[src/serial_baud_regs.vh]
`ifndef SERIAL_BAUD_REGS_VH
`define SERIAL_BAUD_REGS_VH

// =====================================================================
// Register map: channel c at byte 16*c, four words per channel.
`define REG_CTRL 2'h0
`define REG_DIV 2'h1
`define REG_FMT 2'h2
`define REG_DATA 2'h3
`define CHAN_LAST 2'h2
`define ADDR_HALT 6'h30

// =====================================================================
// Reset values.
`define CTRL_RST 8'h00
`define DIV_RST 8'h00
`define FMT_RST 8'hf2
`define FMT_FIXED_ONES 8'hf2
`define HALT_RST 16'h3fff

// =====================================================================
// Field positions.
`define CTRL_PRESC_HI 1
`define CTRL_EXT_BIT 2
`define CTRL_CHAR7_BIT 6
`define CTRL_SYNC_BIT 7
`define CTRL_BUSY_BIT 8
`define CTRL_FULL_BIT 9
`define FMT_ORDER_BIT 3
`define FMT_INVERT_BIT 2
`define FMT_CARD_BIT 0
`define HALT_CH0_BIT 5

// =====================================================================
// Timing counts.
`define PRESC_LAST_N0 6'h00
`define PRESC_LAST_N1 6'h03
`define PRESC_LAST_N2 6'h0f
`define PRESC_LAST_N3 6'h3f
`define MID_SAMPLE_TICK 4'h7
`define ASYNC_BITS_8 4'ha
`define ASYNC_BITS_7 4'h9
`define SYNC_BITS 4'h8

// =====================================================================
// Bus responses.
`define RESP_OKAY 2'h0
`define RESP_SLVERR 2'h2

`endif

[src/serial_baud_bitorder_stop_end.v]
`timescale 1ns/1ps
`default_nettype none
`default_nettype wire

[src/serial_baud_bitorder_stop.v]
// Our own choices: the register offsets and the AXI4-Lite slave port.
`timescale 1ns/1ps
`default_nettype none
`include "serial_baud_regs.vh"

module serial_baud_bitorder_stop (
	input wire aclk, // system clock
	input wire aresetn, // synchronous reset, active low
	input wire ce, // clock enable, freezes all state when low
	input wire standby, // standby mode request level
	input wire [5:0] awaddr, // write address
	input wire awvalid, // write address valid
	output wire awready, // write address ready
	input wire [31:0] wdata, // write data
	input wire [3:0] wstrb, // write byte strobes
	input wire wvalid, // write data valid
	output wire wready, // write data ready
	output wire [1:0] bresp, // write response
	output wire bvalid, // write response valid
	input wire bready, // write response ready
	input wire [5:0] araddr, // read address
	input wire arvalid, // read address valid
	output wire arready, // read address ready
	output wire [31:0] rdata, // read data
	output wire [1:0] rresp, // read response
	output wire rvalid, // read data valid
	input wire rready, // read data ready
	input wire [2:0] rxd, // serial receive pins
	input wire [2:0] sck_in, // serial clock pin inputs
	output wire [2:0] txd, // serial transmit pins
	output wire [2:0] sck_out, // serial clock pin outputs
	output wire [2:0] sck_oe // serial clock pin output enables
);

	// =================================================================
	// Helper functions.
	function [5:0] presc_last;
		input [1:0] n;
		begin
			case (n)
				2'h0: presc_last = `PRESC_LAST_N0;
				2'h1: presc_last = `PRESC_LAST_N1;
				2'h2: presc_last = `PRESC_LAST_N2;
				default: presc_last = `PRESC_LAST_N3;
			endcase
		end
	endfunction

	function [7:0] rev8;
		input [7:0] d;
		integer k;
		begin
			for (k = 0; k < 8; k = k + 1)
				rev8[k] = d[7 - k];
		end
	endfunction

	// Bits arrive shifted in at the top, first bit ends at bit 0 (at bit 1 for 7-bit characters).
	function [7:0] rx_asm;
		input [7:0] sr;
		input char7;
		input msb;
		begin
			if (char7)
				rx_asm = {1'b0, sr[7:1]};
			else if (msb)
				rx_asm = rev8(sr);
			else
				rx_asm = sr;
		end
	endfunction

	function addr_ok;
		input [5:0] a;
		begin
			addr_ok = (a[5:4] <= `CHAN_LAST) || (a == `ADDR_HALT);
		end
	endfunction

	// =================================================================
	// Register file and AXI4-Lite slave.
	reg [7:0] ctrl_reg [0:2];
	reg [7:0] div_reg [0:2];
	reg [7:0] fmt_reg [0:2];
	reg [7:0] txval_reg [0:2];
	reg [15:0] halt_reg;
	reg [2:0] div_wr_reg;
	reg [2:0] tx_go_reg;
	reg [2:0] rd_clr_reg;
	reg awready_reg, wready_reg, bvalid_reg, arready_reg, rvalid_reg;
	reg [1:0] bresp_reg, rresp_reg;
	reg [31:0] rdata_reg;
	reg aw_have, w_have;
	reg [5:0] aw_addr;
	reg [31:0] w_data;
	reg [3:0] w_strb;
	wire [23:0] rx_dat_all;
	wire [2:0] busy_all;
	wire [2:0] full_all;
	wire [1:0] wch = aw_addr[5:4];
	wire [1:0] rch = araddr[5:4];
	integer c;

	always @(posedge aclk) begin
		if (!aresetn) begin
			for (c = 0; c < 3; c = c + 1) begin
				ctrl_reg[c] <= `CTRL_RST;
				div_reg[c] <= `DIV_RST;
				fmt_reg[c] <= `FMT_RST;
				txval_reg[c] <= 8'h00;
			end
			halt_reg <= `HALT_RST;
			div_wr_reg <= 3'h0;
			tx_go_reg <= 3'h0;
			rd_clr_reg <= 3'h0;
			awready_reg <= 1'b1;
			wready_reg <= 1'b1;
			bvalid_reg <= 1'b0;
			bresp_reg <= `RESP_OKAY;
			arready_reg <= 1'b1;
			rvalid_reg <= 1'b0;
			rresp_reg <= `RESP_OKAY;
			rdata_reg <= 32'h00000000;
			aw_have <= 1'b0;
			w_have <= 1'b0;
			aw_addr <= 6'h00;
			w_data <= 32'h00000000;
			w_strb <= 4'h0;
		end else if (ce) begin
			div_wr_reg <= 3'h0;
			tx_go_reg <= 3'h0;
			rd_clr_reg <= 3'h0;
			if (awvalid && awready_reg) begin
				aw_addr <= awaddr;
				aw_have <= 1'b1;
				awready_reg <= 1'b0;
			end
			if (wvalid && wready_reg) begin
				w_data <= wdata;
				w_strb <= wstrb;
				w_have <= 1'b1;
				wready_reg <= 1'b0;
			end
			if (aw_have && w_have && !bvalid_reg) begin
				bvalid_reg <= 1'b1;
				bresp_reg <= addr_ok(aw_addr) ? `RESP_OKAY : `RESP_SLVERR;
				if (aw_addr == `ADDR_HALT) begin
					if (w_strb[0])
						halt_reg[7:0] <= w_data[7:0];
					if (w_strb[1])
						halt_reg[15:8] <= w_data[15:8];
				end else if (wch <= `CHAN_LAST && w_strb[0]) begin
					case (aw_addr[3:2])
						`REG_CTRL: ctrl_reg[wch] <= w_data[7:0];
						`REG_DIV: begin
							div_reg[wch] <= w_data[7:0];
							div_wr_reg[wch] <= 1'b1;
						end
						`REG_FMT: fmt_reg[wch] <= w_data[7:0] | `FMT_FIXED_ONES;
						default: begin
							txval_reg[wch] <= w_data[7:0];
							tx_go_reg[wch] <= 1'b1;
						end
					endcase
				end
			end
			if (bvalid_reg && bready) begin
				bvalid_reg <= 1'b0;
				aw_have <= 1'b0;
				w_have <= 1'b0;
				awready_reg <= 1'b1;
				wready_reg <= 1'b1;
			end
			if (arvalid && arready_reg) begin
				arready_reg <= 1'b0;
				rvalid_reg <= 1'b1;
				rresp_reg <= addr_ok(araddr) ? `RESP_OKAY : `RESP_SLVERR;
				rdata_reg <= 32'h00000000;
				if (araddr == `ADDR_HALT)
					rdata_reg <= {16'h0000, halt_reg};
				else if (rch <= `CHAN_LAST) begin
					case (araddr[3:2])
						`REG_CTRL: rdata_reg <= {22'h000000, full_all[rch], busy_all[rch], ctrl_reg[rch]};
						`REG_DIV: rdata_reg <= {24'h000000, div_reg[rch]};
						`REG_FMT: rdata_reg <= {24'h000000, fmt_reg[rch]};
						default: begin
							rdata_reg <= {24'h000000, rx_dat_all[8 * rch +: 8]};
							rd_clr_reg[rch] <= 1'b1;
						end
					endcase
				end
			end
			if (rvalid_reg && rready) begin
				rvalid_reg <= 1'b0;
				arready_reg <= 1'b1;
			end
			// The format register is held at its reset value while standing by or halted.
			for (c = 0; c < 3; c = c + 1)
				if (standby || halt_reg[`HALT_CH0_BIT + c])
					fmt_reg[c] <= `FMT_RST;
		end
	end

	assign awready = awready_reg;
	assign wready = wready_reg;
	assign bvalid = bvalid_reg;
	assign bresp = bresp_reg;
	assign arready = arready_reg;
	assign rvalid = rvalid_reg;
	assign rresp = rresp_reg;
	assign rdata = rdata_reg;

	// =================================================================
	// Serial channels.
	genvar gi;
	generate
		for (gi = 0; gi < 3; gi = gi + 1) begin : chan
			wire halted = halt_reg[`HALT_CH0_BIT + gi];
			wire [7:0] cfg = ctrl_reg[gi];
			wire sync_m = cfg[`CTRL_SYNC_BIT];
			wire ext = cfg[`CTRL_EXT_BIT];
			wire char7 = cfg[`CTRL_CHAR7_BIT] & ~sync_m;
			wire msb_first = fmt_reg[gi][`FMT_ORDER_BIT] & ~char7;
			reg [2:0] rx_s, ck_s;
			reg rx_f, ck_f, rx_prev, ck_prev;
			reg [5:0] pre_cnt;
			reg [7:0] brg_cnt;
			reg half;
			reg txd_r, sck_r, sck_oe_r, busy_r, rbusy_r, full_r;
			reg [3:0] ttick, rtick, tbit, rbit;
			reg [9:0] tsr;
			reg [7:0] rsr, rdat;
			wire [7:0] tx_ord = msb_first ? rev8(txval_reg[gi]) : txval_reg[gi];
			wire ptick = (pre_cnt == presc_last(cfg[`CTRL_PRESC_HI:0]));
			wire rpulse = ptick && (brg_cnt == 8'h00);
			wire int_tick = rpulse & half;
			wire ck_rise = ck_f & ~ck_prev;
			wire ck_fall = ~ck_f & ck_prev;
			wire tick16 = ext ? ck_rise : int_tick;
			wire shift_ev = ext ? ck_fall : (int_tick & sck_r);
			wire samp_ev = ext ? ck_rise : (int_tick & ~sck_r);

			always @(posedge aclk) begin
				if (!aresetn || (ce && halted)) begin
					rx_s <= 3'h7;
					ck_s <= 3'h7;
					rx_f <= 1'b1;
					ck_f <= 1'b1;
					rx_prev <= 1'b1;
					ck_prev <= 1'b1;
					pre_cnt <= 6'h00;
					brg_cnt <= 8'h00;
					half <= 1'b0;
					txd_r <= 1'b1;
					sck_r <= 1'b1;
					sck_oe_r <= 1'b0;
					busy_r <= 1'b0;
					rbusy_r <= 1'b0;
					full_r <= 1'b0;
					ttick <= 4'h0;
					rtick <= 4'h0;
					tbit <= 4'h0;
					rbit <= 4'h0;
					tsr <= 10'h3ff;
					rsr <= 8'h00;
					rdat <= 8'h00;
				end else if (ce) begin
					rx_s <= {rx_s[1:0], rxd[gi]};
					ck_s <= {ck_s[1:0], sck_in[gi]};
					if (rx_s[1] == rx_s[2])
						rx_f <= rx_s[1];
					if (ck_s[1] == ck_s[2])
						ck_f <= ck_s[1];
					rx_prev <= rx_f;
					ck_prev <= ck_f;
					sck_oe_r <= sync_m & ~ext;
					if (!sync_m || ext)
						sck_r <= 1'b1;
					// Rate generator: prescaler then divisor down-counter.
					if (div_wr_reg[gi]) begin
						pre_cnt <= 6'h00;
						brg_cnt <= div_reg[gi];
						half <= 1'b0;
					end else if (ptick) begin
						pre_cnt <= 6'h00;
						brg_cnt <= (brg_cnt == 8'h00) ? div_reg[gi] : brg_cnt - 8'h01;
						if (rpulse)
							half <= ~half;
					end else
						pre_cnt <= pre_cnt + 6'h01;
					if (rd_clr_reg[gi])
						full_r <= 1'b0;
					// A new character is only taken once the previous one is fully out.
					if (tx_go_reg[gi] && !busy_r) begin
						busy_r <= 1'b1;
						ttick <= 4'h0;
						if (sync_m) begin
							tsr <= {2'h3, tx_ord};
							tbit <= `SYNC_BITS;
						end else if (char7) begin
							tsr <= {3'h7, tx_ord[6:0]};
							tsr[0] <= 1'b0;
							tsr[7:1] <= tx_ord[6:0];
							tbit <= `ASYNC_BITS_7;
						end else begin
							tsr <= {1'b1, tx_ord, 1'b0};
							tbit <= `ASYNC_BITS_8;
						end
					end else if (busy_r && sync_m) begin
						if (shift_ev) begin
							txd_r <= tsr[0];
							tsr <= {1'b1, tsr[9:1]};
							if (!ext)
								sck_r <= 1'b0;
						end
						if (samp_ev) begin
							rsr <= {rx_f, rsr[7:1]};
							tbit <= tbit - 4'h1;
							if (!ext)
								sck_r <= 1'b1;
							if (tbit == 4'h1) begin
								busy_r <= 1'b0;
								txd_r <= 1'b1;
								rdat <= rx_asm({rx_f, rsr[7:1]}, 1'b0, msb_first);
								full_r <= 1'b1;
							end
						end
					end else if (busy_r && tick16) begin
						ttick <= ttick + 4'h1;
						if (ttick == 4'h0) begin
							if (tbit == 4'h0)
								busy_r <= 1'b0;
							else begin
								txd_r <= tsr[0];
								tsr <= {1'b1, tsr[9:1]};
								tbit <= tbit - 4'h1;
							end
						end
					end
					// Asynchronous receiver.
					if (!sync_m) begin
						if (!rbusy_r) begin
							if (rx_prev && !rx_f) begin
								rbusy_r <= 1'b1;
								rtick <= 4'h0;
								rbit <= 4'h0;
							end
						end else if (tick16) begin
							rtick <= rtick + 4'h1;
							if (rtick == `MID_SAMPLE_TICK) begin
								rbit <= rbit + 4'h1;
								if (rbit == 4'h0) begin
									if (rx_f)
										rbusy_r <= 1'b0;
								end else if (rbit == (char7 ? `ASYNC_BITS_7 : `ASYNC_BITS_8) - 4'h1) begin
									rbusy_r <= 1'b0;
									rdat <= rx_asm(rsr, char7, msb_first);
									full_r <= 1'b1;
								end else
									rsr <= {rx_f, rsr[7:1]};
							end
						end
					end else
						rbusy_r <= 1'b0;
				end
			end

			assign txd[gi] = txd_r;
			assign sck_out[gi] = sck_r;
			assign sck_oe[gi] = sck_oe_r;
			assign busy_all[gi] = busy_r;
			assign full_all[gi] = full_r;
			assign rx_dat_all[8 * gi +: 8] = rdat;
		end
	endgenerate

endmodule // serial_baud_bitorder_stop

`default_nettype wire

[config.mk]
export PLATFORM = sky130hd
export DESIGN_NAME = serial_baud_bitorder_stop
export DESIGN_NICKNAME = d
export VERILOG_FILES = /design/src/serial_baud_bitorder_stop_end.v /design/src/serial_baud_bitorder_stop.v
export VERILOG_INCLUDE_DIRS = /design/src
export SDC_FILE = /design/constraint.sdc
export NUM_CORES = 1
export LEC_CHECK = 0
export BUFFER_PORTS_ARGS = -buffer_cell sky130_fd_sc_hd__buf_2
export CAP_MARGIN = 20
export CORE_UTILIZATION = 50
export CTS_CLUSTER_DIAMETER = 50
export DETAILED_ROUTE_END_ITERATION = 8
export PLACE_DENSITY = 0.7
export SKIP_CTS_REPAIR_TIMING = 1
export SYNTH_ARGS = -nofsm -noshare
export SYNTH_HDL_FRONTEND = slang
export SYNTH_SLANG_ARGS = --single-unit
[constraint.sdc]
create_clock -name aclk -period 2.35 [get_ports aclk]
set_input_delay 0.47 -clock aclk [delete_from_list [all_inputs] [get_ports aclk]]
set_output_delay 0.47 -clock aclk [all_outputs]
set_load 0.1 [all_outputs]
==> After elaboration in Yosys (flattened, before gate mapping) <==
Memory sizes are Yosys's and may differ from the RTL's.
Index checks and enable logic that the tools add are counted.
{ "totals": {"reg_bits": 311, "ram_bits": 81, "input_bits": 63, "out_inout_bits": 50, "wordCells": 771, "n_memories": 4} }
{ "memory_table": {"columns": ["name", "depth", "width", "rd", "rd_ports_with_merged_regs", "write_ports", "line", "text"], "rows": [
  ["ctrl_reg", 3, 8, 4, 0, 3, "serial_baud_bitorder_stop.v:82", "reg [7:0] ctrl_reg [0:2];"],
  ["div_reg", 3, 8, 4, 0, 3, "serial_baud_bitorder_stop.v:83", "reg [7:0] div_reg [0:2];"],
  ["txval_reg", 3, 8, 3, 0, 3, "serial_baud_bitorder_stop.v:85", "reg [7:0] txval_reg [0:2];"],
  ["fmt_reg", 3, 3, 4, 0, 4, "serial_baud_bitorder_stop.v:84", "reg [7:0] fmt_reg [0:2];"]
]} }
{ "op_classes": {"add_sub_neg": 21, "order_cmp": 6, "n_eq_ne": 57, "n_shift": 1, "muxes": 392, "bitwise_logic": 60, "reduce_logical": 146} }
{ "op_table": {"columns": ["operator", "count"], "rows": [
  ["$mux 8", 81],
  ["$mux 1", 200],
  ["$mux 10", 19],
  ["$mux 4", 45],
  ["$reduce_and 5->1", 12],
  ["$mux 9", 6],
  ["$pmux 6 s3", 3],
  ["$mux 3", 15],
  ["$reduce_bool 2->1", 22],
  ["$add 4x1->4 const B", 9],
  ["$logic_not 4->1", 9],
  ["$mux 6", 6],
  ["$reduce_and 2->1", 17],
  ["$and 1x1->1", 30],
  ["$pmux 10 s3", 1],
  ["$logic_and 1x1->1", 28],
  ["$ne 3x3->1 const B", 9],
  ["$not 1->1", 27],
  ["$reduce_bool 3->1", 9],
  ["$logic_not 8->1", 3],
  ["$reduce_or 8->1", 3],
  ["$shiftx 24x6->8", 1],
  ["$sub 4x1->4 const B", 6],
  ["$sub 8x1->8 const B", 3],
  ["other kinds (27)", 119]
]} }

==> Longest topological paths before layout <==
An unclocked memory read counts as a cell.
{ "logic_depth": {"depth_word": 17, "ltp_mapped": 10, "mapped_depth_nobuf": 8} }

==> Worst setup path before layout <==
OpenSTA, ideal clock, no wires.
{ "synth_path": {"path_kind": "register to register", "startpoint": "reg bvalid_reg (netlist: bvalid)", "endpoint": "mem div_reg[0][0] (enable)", "setup_ns": 0.335, "t_arrival_ns": 2.378, "required_ns": 2.015, "slack_ns": -0.363, "stages_incl_launch_ff": 6, "n_path_buf": 0, "synth_period_minus_slack_ns": 2.713, "path_cell_list": "dfxtp_1 > nand4b_1 > nor3b_1 > nand3b_1 > nor3_1 > nand2b_1"} }
{ "synth_rtl": {"columns": ["element", "line", "text"], "rows": [
  ["start, declared", "serial_baud_bitorder_stop.v:90", "reg awready_reg, wready_reg, bvalid_reg, arready_reg, rvalid_reg;"],
  ["start signal, assigned", "serial_baud_bitorder_stop.v:118", "bvalid_reg <= 1'b0;"],
  ["start signal, assigned", "serial_baud_bitorder_stop.v:145", "bvalid_reg <= 1'b1;"],
  ["start signal, assigned", "serial_baud_bitorder_stop.v:168", "bvalid_reg <= 1'b0;"],
  ["end, declared", "serial_baud_bitorder_stop.v:83", null]
]} }

==> Final worst setup path <==
{ "layout_path": {"startpoint": "reg chan[0].brg_cnt[0]", "endpoint": "reg chan[0].rbit[1]"} }
{ "layout_via": {"elab_chain_len": 6} }
{ "layout_lines": {"columns": ["element", "line", "text"], "rows": [
  ["start, declared", "serial_baud_bitorder_stop.v:227", "reg [7:0] brg_cnt;"],
  ["start signal, assigned", "serial_baud_bitorder_stop.v:282", "brg_cnt <= div_reg[gi];"],
  ["start signal, assigned", "serial_baud_bitorder_stop.v:286", "brg_cnt <= (brg_cnt == 8'h00) ? div_reg[gi] : brg_cnt - 8'h01;"],
  ["$logic_not 8->1", "serial_baud_bitorder_stop.v:235", "wire rpulse = ptick && (brg_cnt == 8'h00);"],
  ["$logic_and 1x1->1", "serial_baud_bitorder_stop.v:235", null],
  ["$and 1x1->1", "serial_baud_bitorder_stop.v:236", "wire int_tick = rpulse & half;"],
  ["$mux 1", "serial_baud_bitorder_stop.v:239", "wire tick16 = ext ? ck_rise : int_tick;"],
  ["$ne 2x1->1 (no line)", null, null],
  ["$reduce_and 5->1 (no line)", null, null],
  ["end signal, assigned", "serial_baud_bitorder_stop.v:351", "rbit <= rbit + 4'h1;"],
  ["end, declared", "serial_baud_bitorder_stop.v:230", "reg [3:0] ttick, rtick, tbit, rbit;"]
]} }
No other way between the ends.
A chain may end at the register's enable or synchronous reset.

==> Flow_metrics.wiki <==
{| class="wikitable"
! Metric !! Value
|-
| Status || complete, but fails checks
|-
| Violated checks || setup timing
|-
| Ratio of total power to cell area || 644 mW/mm2
|-
| Post-detail-place hpwl || 39,600 um
|-
| Vias in the first global route || about 17,000
|-
| Area of the mapped netlist || ~0.020 mm2
|-
| Unrepaired setup endpoints after global routing || yes
|-
| Static Leak || 0.00972 uW
|-
| Post-Route Skew || 0.0219 ns
|-
| Row cnt || 72
|-
| Final GP Congestion || ~0.94
|-
| Area share of the leading cell type in the synthesized netlist || 29.0%
|-
| R2r setup slk || -0.22 ns
|-
| CTS Root Cell || sky130_fd_sc_hd__clkbuf_16
|-
| Maximum number of pins on one net before global-route repair || 44
|-
| Starting density of the core || 51.3%
|-
| Number of DRC violations after detailed-routing iteration 0 || 1,418
|-
| Commonest cells post-synth || sky130_fd_sc_hd__nand2_1 (315), sky130_fd_sc_hd__dfxtp_1 (290), sky130_fd_sc_hd__nor2_1 (183)
|-
| Final Hold Viols || 0
|-
| Total number of yosys warnings || 0
|-
| R2R depth || 10
|-
| Setup crit start kind || flop
|-
| Count of H-tree levels built during CTS || 2
|-
| Period utilisation layout || 109%
|-
| Total Nets Final || 2,559
|-
| Crit Path Category || reg -> reg
|-
| Critical path arrival || 3.03 ns
|-
| Total routed wirelength || 56,400 um
|-
| Number of synthesized flops with an enable pin || 87
|-
| Die outline area || 0.0409 mm2
|-
| Antenna violations before repair || 2
|-
| Final Max Tran Viols || 0
|-
| Worst-case hold path end point || chan[2].rx_s[0]$_SDFFE_PP1P_
|-
| Total clock sinks || 377
|-
| Count of boundary I/O pins || 113
|-
| CTS tree || built
|-
| Peak supply drop || approximately 0.55 mV
|-
| Diodes inserted || 0
|-
| Number of distinct library cells after synthesis || 93
|-
| Fraction of final layout cells sized beyond drive strength 1 || 21.0%
|-
| Worst hold slack || 0.0961 ns
|-
| Critical hold path startpoint || rxd[2]
|-
| Endpoint kind of the worst setup timing path || flop
|-
| Ys flop type || sky130_fd_sc_hd__dfxtp_1
|-
| Top cell type by total area after synthesis || sky130_fd_sc_hd__dfxtp_1
|-
| Horizontal extent of the die || 202 um
|-
| Leading cell type by number of instances after synthesis || sky130_fd_sc_hd__nand2_1
|-
| Final setup fails || ~50
|-
| Worst rel slew slack || 44.3%
|-
| Clock-pin transition on the worst setup and hold timing paths || 0.06 ns
|-
| Syn Area/Cell || 8.86 um2
|-
| Number of vias per cell after detailed routing || approximately 6
|-
| Worst Slack Setup Final || -0.218 ns
|-
| Highest Clock Rate || 389 MHz
|-
| Flop and latch count out of synthesis || 377
|-
| Critical R2R Launch || chan[0].brg_cnt[0]$_SDFFE_PP0P_
|-
| Gate count of the mapped netlist || 2,264
|-
| Part of the Yosys area used for sequential elements || 42.0%
|-
| Area added between synthesis and finish || 21.4%
|-
| Antenna violation net count after detailed routing || 0
|-
| Share of flip-flops with an asynchronous set or reset || 0%
|-
| GRT Overall Usage || a little over a quarter
|-
| Worst hold path stage count || 3
|-
| Total DRC errors in the routed layout || 0
|-
| CP required || 2.81 ns
|-
| Number of maximum-capacitance constraint violations || 0
|-
| Number of buffers created by CTS || 45
|-
| Std-Cell Core Area || a little under 0.04 mm2
|-
| PortBufs || 76
|-
| Remaining Overflow, GRT || 0
|-
| Wire length of the first global-routing pass || 87,700 um
|-
| Latest clock arrival within the worst-skew pair || 0.59 ns
|-
| Total power || between 15,000 and 20,000 uW
|-
| DIE HEIGHT || 202 um
|-
| First-pass DRT Iterations || 5
|-
| Per-cell routed wire length || 18.7 um
|-
| Largest fanout of any net on the critical path || 6
|-
| Clock tree buffer depth || 3
|-
| Largest cells by area after synthesis || sky130_fd_sc_hd__dfxtp_1 (29%), sky130_fd_sc_hd__edfxtp_1 (13%), sky130_fd_sc_hd__mux2i_1 (7.8%), sky130_fd_sc_hd__nand2_1 (5.9%), sky130_fd_sc_hd__nor2_1 (3.4%)
|-
| Tightest Pin Transition || 0.834 ns
|-
| Type of the most critical hold path || in -> reg
|-
| Time the worst path needs with I/O delays and setup || 2.57 ns
|-
| Via count || 17,811
|-
| Worst R2R End || chan[0].rbit[1]$_SDFFE_PP0P_
|}
[cell usage in the layout, fill, tap and decap left out, types with 24 or more instances in the layout]
| cell | count |
|---|---|
| sky130_fd_sc_hd__a211oi_1 | 32 |
| sky130_fd_sc_hd__conb_1 | 24 |
| sky130_fd_sc_hd__mux2i_1 | 156 |
| sky130_fd_sc_hd__o21ai_0 | 95 |
| sky130_fd_sc_hd__nand2_1 | 312 |
| sky130_fd_sc_hd__nand3_1 | 87 |
| sky130_fd_sc_hd__nor2_1 | 182 |
| sky130_fd_sc_hd__nand2b_1 | 30 |
| sky130_fd_sc_hd__inv_1 | 49 |
| sky130_fd_sc_hd__nor3_1 | 32 |
| sky130_fd_sc_hd__and2_1 | 91 |
| sky130_fd_sc_hd__buf_4 | 196 |
| sky130_fd_sc_hd__dfxtp_1 | 282 |
| sky130_fd_sc_hd__clkbuf_16 | 47 |
| sky130_fd_sc_hd__buf_2 | 75 |
| sky130_fd_sc_hd__a21oi_1 | 105 |
| sky130_fd_sc_hd__o211ai_1 | 28 |
| sky130_fd_sc_hd__nor2b_1 | 38 |
| sky130_fd_sc_hd__a21boi_0 | 28 |
| sky130_fd_sc_hd__edfxtp_1 | 87 |
| sky130_fd_sc_hd__ha_1 | 28 |
[kinds of logic after synthesis]
logic type,count (synthesis),share of synthesized area [%]
mux,188,10.5
compound gates,511,17.6
fa+ha+maj,31,1.93
flops,377,42.0
xor+xnor,24,1.05
simple gates,911,22.1
other cells,1,0.0187
buf+inv,221,4.85
[per-layer routing]
| layer | up-vias | wire (um) | track usage (%) |
|---|---|---|---|
| met1 | 8604 | 24300 | 36.0 |
| li1 | 8511 | - | - |
| met4 | 4 | 1550 | 9.34 |
| met5 | - | 25 | 0 |
| met3 | 116 | 3440 | 3.48 |
| met2 | 576 | 27100 | 43.5 |
[metrics by stage]
stage | cells | worst slack [ns] | utilization, % | cell area [um2] | setup TNS (ns)
6_report | 3020 | -0.218 | 62.2 | 24300 | -4.68
5_1_grt | 3020 | -0.288 | 62.2 | 24300 | -9.69
2_1_floorplan | 2287 | -0.0360 | - | 20200 | -0.290
4_1_cts | 2986 | -0.175 | 60.3 | 23600 | -5.22
3_3_place_gp | 2902 | -0.113 | 56.2 | 22000 | -1.22
3_5_place_dp | 2902 | -0.158 | 56.2 | 22000 | -3.93
[area by class of cell]
type | instances | area [um2]
clock buffer | 53 | 1220
multi-input combinational | 1691 | 11200
sequential | 377 | 8430
fill | 3287 | 14800
timing repair buffer | 294 | 2200
inverter | 56 | 210
tap | 518 | 648
clock inverter | 31 | 392
[report_power, final]
| part | leakage (uW) | internal (uW) | switching, uW |
|---|---|---|---|
| clock network | 0.000790 | 4530 | 2930 |
| registers | 0.00325 | 6740 | 126 |
| logic | 0.00568 | 439 | 909 |
| total | 0.00972 | 11700 | 3970 |
[critical path: stages (launching register included)]
cell and delay, ns:
sky130_fd_sc_hd__dfxtp_2 0.32, sky130_fd_sc_hd__inv_2 0.07, sky130_fd_sc_hd__ha_4 0.12, sky130_fd_sc_hd__or4b_4 0.48
sky130_fd_sc_hd__nor4b_4 0.41, sky130_fd_sc_hd__o211ai_4 0.24, sky130_fd_sc_hd__buf_12 0.19, sky130_fd_sc_hd__a211oi_4 0.23
sky130_fd_sc_hd__buf_4 0.16, sky130_fd_sc_hd__mux2i_1 0.17, sky130_fd_sc_hd__nor3_1 0.06
[worst max-delay path by stage]
stage / startpoint / to / slack, ns / cells past startpoint
floorplan: chan[0].brg_cnt[0]$_SDFFE_PP0P_ / chan[0].ttick[1]$_SDFFE_PP0P_ / -0.04 / 9
global placement: chan[0].brg_cnt[0]$_SDFFE_PP0P_ / chan[0].rtick[3]$_SDFFE_PP0P_ / -0.11 / 9
detailed placement: chan[0].brg_cnt[0]$_SDFFE_PP0P_ / chan[0].rbit[2]$_SDFFE_PP0P_ / -0.16 / 10
CTS: chan[0].brg_cnt[0]$_SDFFE_PP0P_ / chan[0].rbit[2]$_SDFFE_PP0P_ / -0.17 / 10
global route: chan[0].brg_cnt[0]$_SDFFE_PP0P_ / chan[0].rbit[1]$_SDFFE_PP0P_ / -0.29 / 10
finish: chan[0].brg_cnt[0]$_SDFFE_PP0P_ / chan[0].rbit[1]$_SDFFE_PP0P_ / -0.22 / 10
Note: power is estimated with default switching activity, not from simulation.
